==> config.mk <==
export PLATFORM = sky130hd
export DESIGN_NAME = rar_top
export DESIGN_NICKNAME = d
export VERILOG_FILES = /design/src/rar_pkg.sv /design/src/rar_sync.sv /design/src/rar_remap.sv /design/src/rar_top.sv
export VERILOG_INCLUDE_DIRS = /design/src
export SDC_FILE = /design/constraint.sdc
export NUM_CORES = 1
export LEC_CHECK = 0
export BUFFER_PORTS_ARGS = -buffer_cell sky130_fd_sc_hd__buf_2
export CELL_PAD_IN_SITES_DETAIL_PLACEMENT = 1
export CELL_PAD_IN_SITES_GLOBAL_PLACEMENT = 1
export CORE_ASPECT_RATIO = 1.4
export CORE_MARGIN = 5
export CORE_UTILIZATION = 40
export DETAILED_ROUTE_END_ITERATION = 8
export PLACE_DENSITY_LB_ADDON = 0.1
export SETUP_SLACK_MARGIN = 0.02
export SLEW_MARGIN = 10
export SYNTH_ARGS = -nofsm -noshare
export SYNTH_HDL_FRONTEND = slang
export SYNTH_HIERARCHICAL = 1
export SYNTH_SLANG_ARGS = --single-unit
export TNS_END_PERCENT = 100
==> constraint.sdc <==
create_clock -name clk_i -period 9.9 [get_ports clk_i]
set_input_delay 1.98 -clock clk_i [delete_from_list [all_inputs] [get_ports clk_i]]
set_output_delay 1.98 -clock clk_i [all_outputs]
set_load 0.02 [all_outputs]
==> src/rar_params.svh <==
// Offsets, field positions and reset values of the remote alias and link status slice
`ifndef RAR_PARAMS_SVH
`define RAR_PARAMS_SVH

// Register indices; byte address is four times the index
`define RAR_IDX_CTRL 6'h04
`define RAR_IDX_TARGET 6'h07
`define RAR_IDX_ALIAS 6'h08
`define RAR_IDX_CNT_LO 6'h0a
`define RAR_IDX_CNT_HI 6'h0b
`define RAR_IDX_STATUS 6'h0c
`define RAR_IDX_PORTSEL 6'h10

// Field positions
`define RAR_CTRL_CRC_RST 5
`define RAR_ST_LOST 4
`define RAR_ST_SELFTEST 3
`define RAR_ST_CLOCK 2
`define RAR_ST_RXERR 1
`define RAR_ST_DETECT 0
`define RAR_PORTSEL_BIT 0

// Reset values and limits
`define RAR_ADDR_RESET 7'h00
`define RAR_ADDR_ZERO 7'h00
`define RAR_CNT_RESET 16'h0000
`define RAR_CNT_MAX 16'hffff
`define RAR_CNT_ONE 16'h0001
`define RAR_DATA_ZERO 32'h0000_0000

`endif

==> src/rar_pkg.sv <==
// Types shared by the remote alias and link status slice
package rar_pkg;

  typedef struct packed {
    logic [1:0][6:0] alias_addr;
    logic [1:0][6:0] target_addr;
    logic [1:0][15:0] crc_count;
    logic [1:0] link_lost;
    logic [1:0] selftest_crc_error;
    logic [1:0] rx_error;
    logic [1:0] detect_prev;
    logic second_port_select;
    logic ack;
    logic [31:0] rdata;
  } rar_state_t;

  typedef struct packed {
    logic stage1;
    logic stage2;
  } rar_sync_t;

  typedef struct packed {
    logic fwd_valid;
    logic [6:0] fwd_addr;
    logic blocked;
  } rar_remap_t;

endpackage

==> src/rar_sync.sv <==
// Two flip-flop level synchroniser
`timescale 1ns/1ps
`default_nettype none

module rar_sync (
  // Clock and reset
  input wire logic clk_i,
  input wire logic rst_i,
  // Level in and out
  input wire logic async_i,
  output logic sync_o
);
  import rar_pkg::*;

  rar_sync_t st;
  rar_sync_t next_st;

  // First stage is read only by the second stage
  always_comb begin
    next_st = st;
    next_st.stage1 = async_i;
    next_st.stage2 = st.stage1;
  end

  always_ff @(posedge clk_i) begin
    if (rst_i) begin
      st <= '0;
    end else begin
      st <= next_st;
    end
  end

  assign sync_o = st.stage2;

endmodule // rar_sync

`default_nettype wire

==> src/rar_remap.sv <==
// Alias to remote target address substitution for one port
`timescale 1ns/1ps
`default_nettype none
`include "rar_params.svh"

module rar_remap (
  // Clock and reset
  input wire logic clk_i,
  input wire logic rst_i,
  // Local transaction address
  input wire logic req_valid_i,
  input wire logic [6:0] req_addr_i,
  // Configured addresses
  input wire logic [6:0] alias_i,
  input wire logic [6:0] target_i,
  // Forwarded transaction
  output logic fwd_valid_o,
  output logic [6:0] fwd_addr_o,
  output logic blocked_o
);
  import rar_pkg::*;

  rar_remap_t st;
  rar_remap_t next_st;
  logic hit;
  logic enabled;

  always_comb begin
    next_st = st;
    hit = req_valid_i && (req_addr_i == alias_i);
    enabled = (alias_i != `RAR_ADDR_ZERO) && (target_i != `RAR_ADDR_ZERO);
    next_st.fwd_valid = hit && enabled;
    next_st.blocked = hit && !enabled;
    if (hit && enabled) begin
      next_st.fwd_addr = target_i;
    end
  end

  always_ff @(posedge clk_i) begin
    if (rst_i) begin
      st <= '0;
    end else begin
      st <= next_st;
    end
  end

  assign fwd_valid_o = st.fwd_valid;
  assign fwd_addr_o = st.fwd_addr;
  assign blocked_o = st.blocked;

endmodule // rar_remap

`default_nettype wire

==> src/rar_top.sv <==
// Remote alias mapping and link status register slice, Wishbone slave
//
// Operation
// - A local transaction hitting the alias is forwarded with the remote target address.
// - A 7-bit alias sits in bits 7..1 and is compared with local addresses.
// - A zero alias or zero target blocks all access to that remote target.
// - A 16-bit read-only CRC error count, low byte then high byte.
// - The CRC error reset bit clears both counter bytes.
// - Link loss sets a sticky flag held until CRC error reset.
// - Self-test CRC errors set a flag; link loss, restart or reset clear it.
// - Input clock status shows a valid video clock, independent of port select.
// - Normal-traffic CRC errors set a flag; link loss or reset clear it.
// - Link detect shows the live cable link of the selected port.
// - Port select steers per-port reads and writes to the second port's copies.
`timescale 1ns/1ps
`default_nettype none
`include "rar_params.svh"

module rar_top (
  // Clock and reset
  input wire logic clk_i,
  input wire logic rst_i,
  // Wishbone slave
  input wire logic wb_cyc_i,
  input wire logic wb_stb_i,
  input wire logic wb_we_i,
  input wire logic [7:0] wb_adr_i,
  input wire logic [31:0] wb_dat_i,
  input wire logic [3:0] wb_sel_i,
  output logic [31:0] wb_dat_o,
  output logic wb_ack_o,
  // Link events per port, from control channel logic on this clock
  input wire logic [1:0] crc_error_i,
  input wire logic [1:0] selftest_active_i,
  input wire logic [1:0] selftest_restart_i,
  // Asynchronous status levels
  input wire logic [1:0] link_detect_i,
  input wire logic input_clock_present_i,
  // Local I2C address to remap
  input wire logic req_valid_i,
  input wire logic [6:0] req_addr_i,
  // Forwarded transaction per port
  output logic [1:0] fwd_valid_o,
  output logic [1:0][6:0] fwd_addr_o,
  output logic [1:0] blocked_o
);
  import rar_pkg::*;

  // ********************
  // Functions
  // ********************

  // Merge an address field from the low byte lane; bit 0 is reserved
  function automatic logic [6:0] merge_addr(input logic [6:0] old_val,
                                            input logic [31:0] data,
                                            input logic [3:0] sel);
    logic [6:0] res;
    res = old_val;
    if (sel[0]) begin
      res = data[7:1];
    end
    return res;
  endfunction

  // Register index decode, used for reads and writes
  function automatic logic is_index(input logic [7:0] adr,
                                    input logic [5:0] idx);
    return adr[7:2] == idx;
  endfunction

  // Next counter value; saturating, clear then count
  function automatic logic [15:0] next_count(input logic [15:0] cur,
                                             input logic clr,
                                             input logic inc);
    logic [15:0] base;
    logic [15:0] res;
    base = clr ? `RAR_CNT_RESET : cur;
    res = base;
    if (inc && (base != `RAR_CNT_MAX)) begin
      res = base + `RAR_CNT_ONE;
    end
    return res;
  endfunction

  // ********************
  // Synchronisers
  // ********************

  logic [1:0] detect_sync;
  logic clock_sync;

  // Link detect comes from the analog front end, not this clock
  genvar gp;
  generate
    for (gp = 0; gp < 2; gp++) begin : g_det
      rar_sync u_sync (
        .clk_i(clk_i),
        .rst_i(rst_i),
        .async_i(link_detect_i[gp]),
        .sync_o(detect_sync[gp])
      );
    end
  endgenerate

  rar_sync u_clk_sync (
    .clk_i(clk_i),
    .rst_i(rst_i),
    .async_i(input_clock_present_i),
    .sync_o(clock_sync)
  );

  // ********************
  // State
  // ********************

  rar_state_t st;
  rar_state_t next_st;

  logic access;
  logic wr_now;
  logic port;
  logic crc_reset;
  logic [1:0] link_loss;
  logic [31:0] rd_val;
  logic [7:0] status_byte;

  // ********************
  // Bus decode
  // ********************

  always_comb begin
    access = wb_cyc_i && wb_stb_i;
    // A write lands at the edge where the master sees ack
    wr_now = access && wb_we_i && st.ack;
    port = st.second_port_select;
    crc_reset = wr_now && is_index(wb_adr_i, `RAR_IDX_CTRL) && wb_sel_i[0]
                && wb_dat_i[`RAR_CTRL_CRC_RST];
  end

  // ********************
  // Read mux
  // ********************

  always_comb begin
    status_byte = 8'h00;
    status_byte[`RAR_ST_LOST] = st.link_lost[port];
    status_byte[`RAR_ST_SELFTEST] = st.selftest_crc_error[port];
    status_byte[`RAR_ST_CLOCK] = clock_sync;
    status_byte[`RAR_ST_RXERR] = st.rx_error[port];
    status_byte[`RAR_ST_DETECT] = detect_sync[port];

    rd_val = `RAR_DATA_ZERO;
    if (is_index(wb_adr_i, `RAR_IDX_TARGET)) begin
      rd_val[7:1] = st.target_addr[port];
    end else if (is_index(wb_adr_i, `RAR_IDX_ALIAS)) begin
      rd_val[7:1] = st.alias_addr[port];
    end else if (is_index(wb_adr_i, `RAR_IDX_CNT_LO)) begin
      rd_val[7:0] = st.crc_count[port][7:0];
    end else if (is_index(wb_adr_i, `RAR_IDX_CNT_HI)) begin
      rd_val[7:0] = st.crc_count[port][15:8];
    end else if (is_index(wb_adr_i, `RAR_IDX_STATUS)) begin
      rd_val[7:0] = status_byte;
    end else if (is_index(wb_adr_i, `RAR_IDX_PORTSEL)) begin
      rd_val[`RAR_PORTSEL_BIT] = st.second_port_select;
    end
  end

  // ********************
  // Next state
  // ********************

  always_comb begin
    next_st = st;

    // One-cycle ack, dropped the cycle after; unmapped reads return zero
    next_st.ack = access && !st.ack;
    if (access && !st.ack) begin
      next_st.rdata = rd_val;
    end

    // Configuration writes; per-port target and alias, shared port select
    if (wr_now) begin
      if (is_index(wb_adr_i, `RAR_IDX_TARGET)) begin
        next_st.target_addr[port] = merge_addr(st.target_addr[port], wb_dat_i, wb_sel_i);
      end
      if (is_index(wb_adr_i, `RAR_IDX_ALIAS)) begin
        next_st.alias_addr[port] = merge_addr(st.alias_addr[port], wb_dat_i, wb_sel_i);
      end
      if (is_index(wb_adr_i, `RAR_IDX_PORTSEL) && wb_sel_i[0]) begin
        next_st.second_port_select = wb_dat_i[`RAR_PORTSEL_BIT];
      end
    end

    // Per-port link events; hardware set wins over any clear
    for (int p = 0; p < 2; p++) begin
      next_st.detect_prev[p] = detect_sync[p];
      link_loss[p] = st.detect_prev[p] && !detect_sync[p];

      next_st.crc_count[p] = next_count(st.crc_count[p], crc_reset, crc_error_i[p]);

      if (crc_reset) begin
        next_st.link_lost[p] = 1'b0;
      end
      if (link_loss[p]) begin
        next_st.link_lost[p] = 1'b1;
      end

      if (crc_reset || link_loss[p] || selftest_restart_i[p]) begin
        next_st.selftest_crc_error[p] = 1'b0;
      end
      if (crc_error_i[p] && selftest_active_i[p]) begin
        next_st.selftest_crc_error[p] = 1'b1;
      end

      if (crc_reset || link_loss[p]) begin
        next_st.rx_error[p] = 1'b0;
      end
      if (crc_error_i[p] && !selftest_active_i[p]) begin
        next_st.rx_error[p] = 1'b1;
      end
    end
  end

  // ********************
  // Registers
  // ********************

  always_ff @(posedge clk_i) begin
    if (rst_i) begin
      st <= '0;
      st.alias_addr <= {2{`RAR_ADDR_RESET}};
      st.target_addr <= {2{`RAR_ADDR_RESET}};
      st.crc_count <= {2{`RAR_CNT_RESET}};
    end else begin
      st <= next_st;
    end
  end

  assign wb_ack_o = st.ack;
  assign wb_dat_o = st.rdata;

  // ********************
  // Address remapping
  // ********************

  // Both ports see the same local address; each applies its own alias
  generate
    for (gp = 0; gp < 2; gp++) begin : g_map
      rar_remap u_remap (
        .clk_i(clk_i),
        .rst_i(rst_i),
        .req_valid_i(req_valid_i),
        .req_addr_i(req_addr_i),
        .alias_i(st.alias_addr[gp]),
        .target_i(st.target_addr[gp]),
        .fwd_valid_o(fwd_valid_o[gp]),
        .fwd_addr_o(fwd_addr_o[gp]),
        .blocked_o(blocked_o[gp])
      );
    end
  endgenerate

endmodule // rar_top

`default_nettype wire

==> run summary, run 1 <==
initial DRC count - 215
Root Driver - clkbuf_16
final max-slew violation count - 0
Synth Cell Area - 0.00581 mm²
routed vias/inst - 5.77
Fillers - 1752
DIE HEIGHT - 153 µm
Slew Limit Headroom - 0.196
Post-DP HPWL - 13.4 mm
P&R area growth vs syn - 9.72%
Vias - 5060
P_leak - 2.28 nW
first-pass GRT wire length - 28.2 mm
row cnt - 52
Max VDD drop - 0.0759 mV
WL/cell - 20.1 µm
clk sinks - 102
Crit Path Category - in -> reg
Seq/Total Area, Yosys - 0.352
GRT Util Overall - 0.206
CTS clk-pin slew, worst paths - 0.08 ns
Yosys warnings - 6
distinct cell type count after synthesis - 73
Buffers on Ports - 63
synthesized flop and latch total - 102
1st-pass router iterations - 6
Setup-failing EPs final - 0
Crit Path Max Fanout - 18
post-route ant nets - 0
Area contributors post-synth - dfxtp_1, mux2i_1, buf_4
status - finished, final reports clean
PostCTS Resize Cnt - 0
nets@finish - 750
layout cells sized above 1 - 0.182
setup TNS - 0 ns
critical path required time - 10.14 ns
power per cell area - 137 mW/mm²
insertion delay to the later sink of the worst-skew pair - 0.35 ns
final wirelength - 17.6 mm
hold crit path type - reg -> reg
Die Width - 112 µm
largest net degree at the start of global routing - 75
Die Area - 0.0171 mm²
fmax - 213 MHz
max-cap violations - 0
Post-synth EDFFs - 0
Hold WS - 0.449 ns
Synth Flop Type - dfxtp_1
Mean Syn Cell Area - 8.89 µm²
Setup Fix Bufs, Post-CTS - 0
post-synth top area share - 0.352
clk_skew - 0.00982 ns
gr ovfl total - 0
Tightest Pin Transition - 1.20 ns
initial antenna violation count - 0
CP arrival - 4.93 ns
CTS H-tree depth - 3
cts hold-fix bufs - 0
startpoint types - primary input
DRC - 0
RSZ-0062 raised after global routing - no
Top-Level Pins - 117
min Tclk post-route - 4.69 ns
clock buffer count from CTS - 9
TritonCTS clock tree - built
vias in the first global route - 5239
asr flop ratio synth - 0
Initial Util - 0.404
period utilisation layout - 0.474
Bufs on Longest Clock Path - 2
CP endpoint kind - register
core region area - 0.0144 mm²
Hold Violations, Final - 0
Cells after Synth - 653
Synth area leader - dfxtp_1
GPL Wtd Cong - 0.860
[cells in the mapped netlist (5+ instances only)]
library cell / n
buf_2: 10
o31ai_1: 12
dfxtp_1: 102
nand3_1: 14
or4_1: 12
nor2_1: 45
nor2b_1: 11
a21oi_1: 44
nor3_1: 15
and4_1: 8
mux4_2: 5
a31oi_1: 6
or3_1: 17
mux2_2: 16
mux2i_1: 49
inv_1: 30
nor4_1: 12
and2_1: 6
buf_4: 35
nand2b_1: 7
o21ai_1: 12
clkbuf_1: 18
o21ai_0: 11
nand4_1: 19
nand2_1: 31
xor2_1: 12
[layout by cell type, fill, tap and decap left out, types with 12 or more instances in the layout]
master	n
nand2_1	31
xor2_1	12
inv_1	30
nor3_1	15
buf_2	63
dfxtp_1	101
or4_1	12
nand3_1	14
nor2_1	45
nand4_1	19
o31ai_1	12
mux2_2	16
a21oi_1	44
or3_1	17
mux2i_1	49
conb_1	24
o21ai_1	12
[where the power goes]
group | leakage, nW | switching, mW | internal, mW
clock network | 0.159 | 0.178 | 0.205
registers | 0.826 | 0.00456 | 0.415
logic | 1.30 | 0.0446 | 0.0220
total | 2.28 | 0.227 | 0.642
[state kept, by name, indices dropped and copies added (netlist names)]
signal / cells
g_map.u_remap/fwd_addr_o: 14
wb_dat_o: 8
g_map.u_remap/fwd_valid_o: 2
g_det.u_sync/next_st: 2
u_clk_sync/sync_o: 1
u_clk_sync/next_st: 1
st: 68
g_map.u_remap/blocked_o: 2
g_det.u_sync/sync_o: 2
port: 1
wb_ack_o: 1
[final cells by class]
type,instances,area [µm²],area share
Clock inverter,7,103,0.0161
Tap cell,189,236,0.0371
Clock buffer,9,225,0.0353
Sequential cell,102,2040,0.321
Inverter,30,113,0.0177
Multi-Input combinational cell,473,3310,0.520
Antenna cell,1,2.50,0.000393
Timing Repair Buffer,66,338,0.0530
[worst max-delay path, stage by stage]
cell and delay [ns]:
buf_2 0.12, and4_1 0.29, nand3_1 0.21, buf_4 0.26, and2_1 0.16, ha_1 0.38
nand4_1 0.14, nor4_1 0.92, o21ai_0 0.20, a32o_1 0.25
[stage by stage]
stage / power, mW / std cells / cell area [µm²] / setup WS, ns / utilization
after floorplan: 0.482 / 676 / 5890 / 5.27 / -
after global placement: 0.494 / 860 / 6040 / 5.01 / 0.420
after detailed placement: 0.496 / 860 / 6040 / 4.86 / 0.420
after CTS: 0.881 / 876 / 6370 / 5.21 / 0.443
after global routing: 0.903 / 876 / 6370 / 4.89 / 0.443
final: 0.870 / 877 / 6370 / 5.21 / 0.443
[cell families after synthesis]
family                     synth area share
AOI/OAI and AO/OA                     0.154
adders and majority gates           0.00431
DFF                                   0.352
buffers and inverters                0.0941
other                              0.000646
xor gates and xnor gates             0.0211
muxes                                 0.135
and+or+nand+nor                       0.240
[path summary, 6_finish.rpt]
check / slack, ns / cells after the start / endpoint / startpoint
max: 5.21 / 10 / st[58]$_SDFF_PP0_ / wb_cyc_i
min: 0.45 / 1 / g_det[0].u_sync/sync_o$_SDFF_PP0_ / g_det[0].u_sync/next_st[0]$_SDFF_PP0_
max reg2reg: 6.66 / 9 / st[58]$_SDFF_PP0_ / wb_ack_o$_SDFF_PP0_
min reg2reg: 0.45 / 1 / g_det[0].u_sync/sync_o$_SDFF_PP0_ / g_det[0].u_sync/next_st[0]$_SDFF_PP0_
[routing by layer]
layer | routed length [µm] | vias up | global-route usage
met1 | 6790 | 2515 | 0.222
met4 | 357 | 0 | 0.0620
met5 | 0 | - | 0
met2 | 9970 | 93 | 0.406
li1 | - | 2428 | -
met3 | 536 | 24 | 0.0298
Power figures use the tool's default switching activity.
==> run 2, diff against run 1 <==
CORE_UTILIZATION = 38   (was 40)
clock period = 4.1 ns   (was 9.9 ns; I/O delays follow)
==> run 2 against run 1 <==
Net effect: clock skew down 0.00070 ns; final cell count is 0.68% higher; critical path depth unchanged; clock-buffer cell count increased by 1; sequential power up 140%; via count fell by 1.0%; core utilization decreased by 2.0 points; combinational power is 140% higher; first-iteration DRC count rose by 1.9%; worst setup slack got worse by 4.4 ns; critical path type unchanged; critical endpoint is now st[53]$_SDFF_PP0_; largest cell class unchanged; largest power group unchanged; highest routed layer unchanged.
==> run summary, run 2 (synthesis results as in run 1) <==
min Tclk post-route - 3.26 ns
routed vias/inst - 5.67
Top-Level Pins - 117
startpoint types - primary input
GPL Wtd Cong - 0.852
vias in the first global route - 5280
Fillers - 1791
first-pass GRT wire length - 28.2 mm
Bufs on Longest Clock Path - 2
layout cells sized above 1 - 0.185
insertion delay to the later sink of the worst-skew pair - 0.36 ns
Post-DP HPWL - 13.4 mm
PostCTS Resize Cnt - 0
fmax - 307 MHz
TritonCTS clock tree - built
DRC - 0
row cnt - 53
Initial Util - 0.386
Setup Fix Bufs, Post-CTS - 0
GRT Util Overall - 0.201
post-route ant nets - 0
nets@finish - 754
clk sinks - 102
Setup-failing EPs final - 0
CP arrival - 3.54 ns
Die Width - 114 µm
WL/cell - 19.9 µm
initial antenna violation count - 0
max-cap violations - 0
Buffers on Ports - 63
cts hold-fix bufs - 0
Crit Path Category - in -> reg
# diodes - 0
Vias - 5008
most flop-heavy register - st
core region area - 0.0151 mm²
Cells after DPL - 867
largest net degree at the start of global routing - 67
CTS clk-pin slew, worst paths - 0.07 ns
CP endpoint kind - register
commonest cells after routing, fill and taps aside - dfxtp_1, buf_2, mux2i_1
Slew Limit Headroom - 0.321
P&R area growth vs syn - 9.80%
Die Area - 0.0179 mm²
RSZ-0062 raised after global routing - no
DIE HEIGHT - 156 µm
setup TNS - 0 ns
status - finished, final reports clean
Hold Violations, Final - 0
CTS H-tree depth - 3
period utilisation layout - 0.795
final cell count without fillers - 883
most common cell after layout, fill and taps aside - dfxtp_1
Crit Path Max Fanout - 19
1st-pass router iterations - 4
power per cell area - 323 mW/mm²
Tightest Pin Transition - 1.02 ns
clock buffer count from CTS - 9
Max VDD drop - 0.233 mV
Overall Power - 2.06 mW
gr ovfl total - 0
hold crit path type - reg -> reg
number of flip-flops in the largest register - 68
final wirelength - 17.6 mm
final max-slew violation count - 0
Root Driver - clkbuf_16
initial DRC count - 219
clk_skew - 0.00912 ns
critical path required time - 4.38 ns
P_leak - 2.29 nW
-- run 2: report_power, final --
group	internal (mW)	total (mW)	leakage [nW]	switching [mW]
Combinational	0.0533	0.159	1.32	0.106
Clock	0.478	0.884	0.143	0.406
Sequential	1.00	1.01	0.826	0.0105
Total	1.53	2.06	2.29	0.523
-- run 2: layer usage --
| layer | GRT usage | up-vias | wire [µm] |
|---|---|---|---|
| li1 | - | 2422 | - |
| met1 | 0.215 | 2457 | 6790 |
| met2 | 0.376 | 89 | 9600 |
| met3 | 0.0313 | 40 | 562 |
| met4 | 0.0973 | 0 | 654 |
| met5 | 0 | - | 0 |
-- run 2: final cells by class --
class                      instances  area [µm²]  area share
clock buffer                      10         229      0.0359
multi-input combinational        473        3310       0.519
tap                              192         240      0.0377
clock inverter                     6        72.6      0.0114
inverter                          30         113      0.0177
timing repair buffer              70         368      0.0577
sequential                       102        2040       0.320
-- run 2: final timing paths --
| check | slack, ns | to | cells past startpoint | from |
|---|---|---|---|---|
| setup / recovery | 0.84 | st[53]$_SDFF_PP0_ | 10 | wb_adr_i[4] |
| setup reg to reg | 1.32 | st[53]$_SDFF_PP0_ | 9 | wb_ack_o$_SDFF_PP0_ |
| hold / removal | 0.44 | g_det[1].u_sync/sync_o$_SDFF_PP0_ | 1 | g_det[1].u_sync/next_st[0]$_SDFF_PP0_ |
| hold reg to reg | 0.44 | g_det[1].u_sync/sync_o$_SDFF_PP0_ | 1 | g_det[1].u_sync/next_st[0]$_SDFF_PP0_ |
-- run 2: per-stage QoR --
stage               area [µm²]  setup WS, ns  utilization  hold WS [ns]
floorplan                 5890         0.629            -         0.414
global placement          6080         0.573        0.404         0.425
detailed placement        6080         0.521        0.404         0.428
CTS                       6380         0.836        0.424         0.444
global route              6380         0.605        0.424         0.456
finish                    6380         0.839        0.424         0.443
-- run 2: worst max-delay path: stages --
cell and delay, ns:
buf_2 0.16, nor4bb_1 0.52, nand3_1 0.37, and2_1 0.28
ha_1 0.26, nand4_1 0.19, nor4_2 0.09, buf_4 0.20
or4_1 0.51, a21oi_1 0.14
==> run 3, diff against run 2 <==
clock period = 2.65 ns   (was 4.1 ns; I/O delays follow)
==> run 3 against run 2 <==
Net effect: critical path depth fell by 1; die area unchanged; final area is 6.0% higher; critical endpoint is now st[42]$_SDFF_PP0_; largest cell class unchanged; highest routed layer unchanged.
==> run summary, run 3 (synthesis results as in run 1) <==
min Tclk post-route - 2.38 ns
RSZ-0062 raised after global routing - no
met2 usage - 0.397
nets@finish - 790
Int Pwr - 2.42 mW
reg2reg start - wb_ack_o$_SDFF_PP0_
Final WS setup - 0.273 ns
Die Area - 0.0179 mm²
P_leak - 2.53 nW
CTS clk-pin slew, worst paths - 0.08 ns
Fillers - 1778
Hold Violations, Final - 0
Slew Limit Headroom - 0.500
layout cells sized above 1 - 0.239
Worst R2R End - st[42]$_SDFF_PP0_
Tightest Pin Transition - 0.747 ns
GRT Util Overall - 0.203
pre-CTS setup slack - -0.381 ns
initial DRC count - 203
r2r setup slk - 0.27 ns
final max-slew violation count - 0
status - finished, final reports clean
routed vias/inst - 5.65
commonest cells after routing, fill and taps aside - dfxtp_1, buf_2, mux2i_1
final wirelength - 18.1 mm
R2R cell count - 9
TritonCTS clock tree - built
first-pass GRT wire length - 29.0 mm
met3 track demand over resource - 0.0224
Buffers on Ports - 63
clock buffer count from CTS - 9
Comb pwr share - 0.087
# diodes - 0
Cells after DPL - 903
Crit Path Category - reg -> reg
Setup Fix Bufs, Post-CTS - 0
vias in the first global route - 5530
Net Switching - 0.870 mW
CTS H-tree depth - 3
Crit Path Max Fanout - 15
fmax - 421 MHz
GPL Wtd Cong - 0.841
Bufs on Longest Clock Path - 2
DIE HEIGHT - 156 µm
clk_skew - 0.0116 ns
WL/cell - 19.7 µm
Vias - 5189
insertion delay to the later sink of the worst-skew pair - 0.36 ns
gr busiest metal - met2
largest net degree at the start of global routing - 53
hold crit path type - in -> reg
Switching Share - 0.265
CP arrival - 2.63 ns
DRC - 0
Initial Util - 0.386
power per cell area - 486 mW/mm²
startpoint types - register
max-cap violations - 0
Min-Delay Endpoint - g_det[1].u_sync/next_st[0]$_SDFF_PP0_
setup TNS - 0 ns
period utilisation layout - 0.897
most common cell after layout, fill and taps aside - dfxtp_1
core region area - 0.0151 mm²
met1 Resource Use GR - 0.211
final cell count without fillers - 919
clk sinks - 102
CP endpoint kind - register
1st-pass router iterations - 4
hold_sp - link_detect_i[1]
most flop-heavy register - st
Max VDD drop - 0.273 mV
Post-DP HPWL - 14.4 mm
sequential power share - 0.477
P&R area growth vs syn - 16.4%
number of flip-flops in the largest register - 68
critical path required time - 2.90 ns
worst hold path depth - 2
row cnt - 53
Root Driver - clkbuf_16
gr ovfl total - 0
clock power share - 0.436
Top-Level Pins - 117
cts hold-fix bufs - 0
initial antenna violation count - 0
Setup-failing EPs final - 0
post-route ant nets - 0
Die Width - 114 µm
-- run 3: power by group through the flow --
stage,Clock (mW),Sequential [mW],Combinational (mW)
finish,1.44,1.57,0.285
global route,1.53,1.57,0.309
CTS,1.46,1.57,0.287
detailed placement,0,1.60,0.286
global placement,0,1.60,0.278
floorplan,0,1.60,0.212
-- run 3: area by class of cell --
class	instances	area (µm²)	share of cell area
Clock buffer	9	225	0.0333
Clock inverter	7	88.8	0.0131
Inverter	30	113	0.0167
Multi-Input combinational cell	473	3390	0.501
Sequential cell	102	2040	0.302
Tap cell	192	240	0.0355
Timing Repair Buffer	106	663	0.0981
-- run 3: worst max-delay path by stage --
| stage | to | from | cells past startpoint |
|---|---|---|---|
| after global placement | st[42]$_SDFF_PP0_ | wb_we_i | 10 |
| after floorplan | st[51]$_SDFF_PP0_ | wb_adr_i[3] | 12 |
| after CTS | st[59]$_SDFF_PP0_ | wb_ack_o$_SDFF_PP0_ | 10 |
| final | st[42]$_SDFF_PP0_ | wb_ack_o$_SDFF_PP0_ | 9 |
| after global routing | st[42]$_SDFF_PP0_ | wb_ack_o$_SDFF_PP0_ | 9 |
| after detailed placement | st[42]$_SDFF_PP0_ | wb_we_i | 10 |
-- run 3: metal layers --
metal,share of wire,vias to the layer above
li1,-,2499
met1,0.37,2576
met2,0.56,81
met3,0.026,33
met4,0.040,0
met5,0,-
-- run 3: timing repair --
item / in CTS / in global routing
hold endpoints to repair: 0 / 0
endpoints found under the setup margin: 1 / 0
resized for setup: 1 / 0
-- run 3: stage by stage --
stage	area [µm²]	utilization	power, mW	hold WS (ns)
floorplan	6010	-	1.81	0.414
global placement	6440	0.428	1.88	0.433
detailed placement	6440	0.428	1.89	0.431
CTS	6760	0.449	3.31	0.382
global route	6760	0.449	3.41	0.388
finish	6760	0.449	3.29	0.382
-- run 3: worst max-delay path: stages (launching register included) --
cell and delay [ns]:
dfxtp_1 0.35, and4_1 0.19, nand3_2 0.15, and2_4 0.17
ha_4 0.13, nand4_1 0.15, nor4_4 0.58, buf_4 0.25
o21ai_0 0.08, a32o_1 0.21
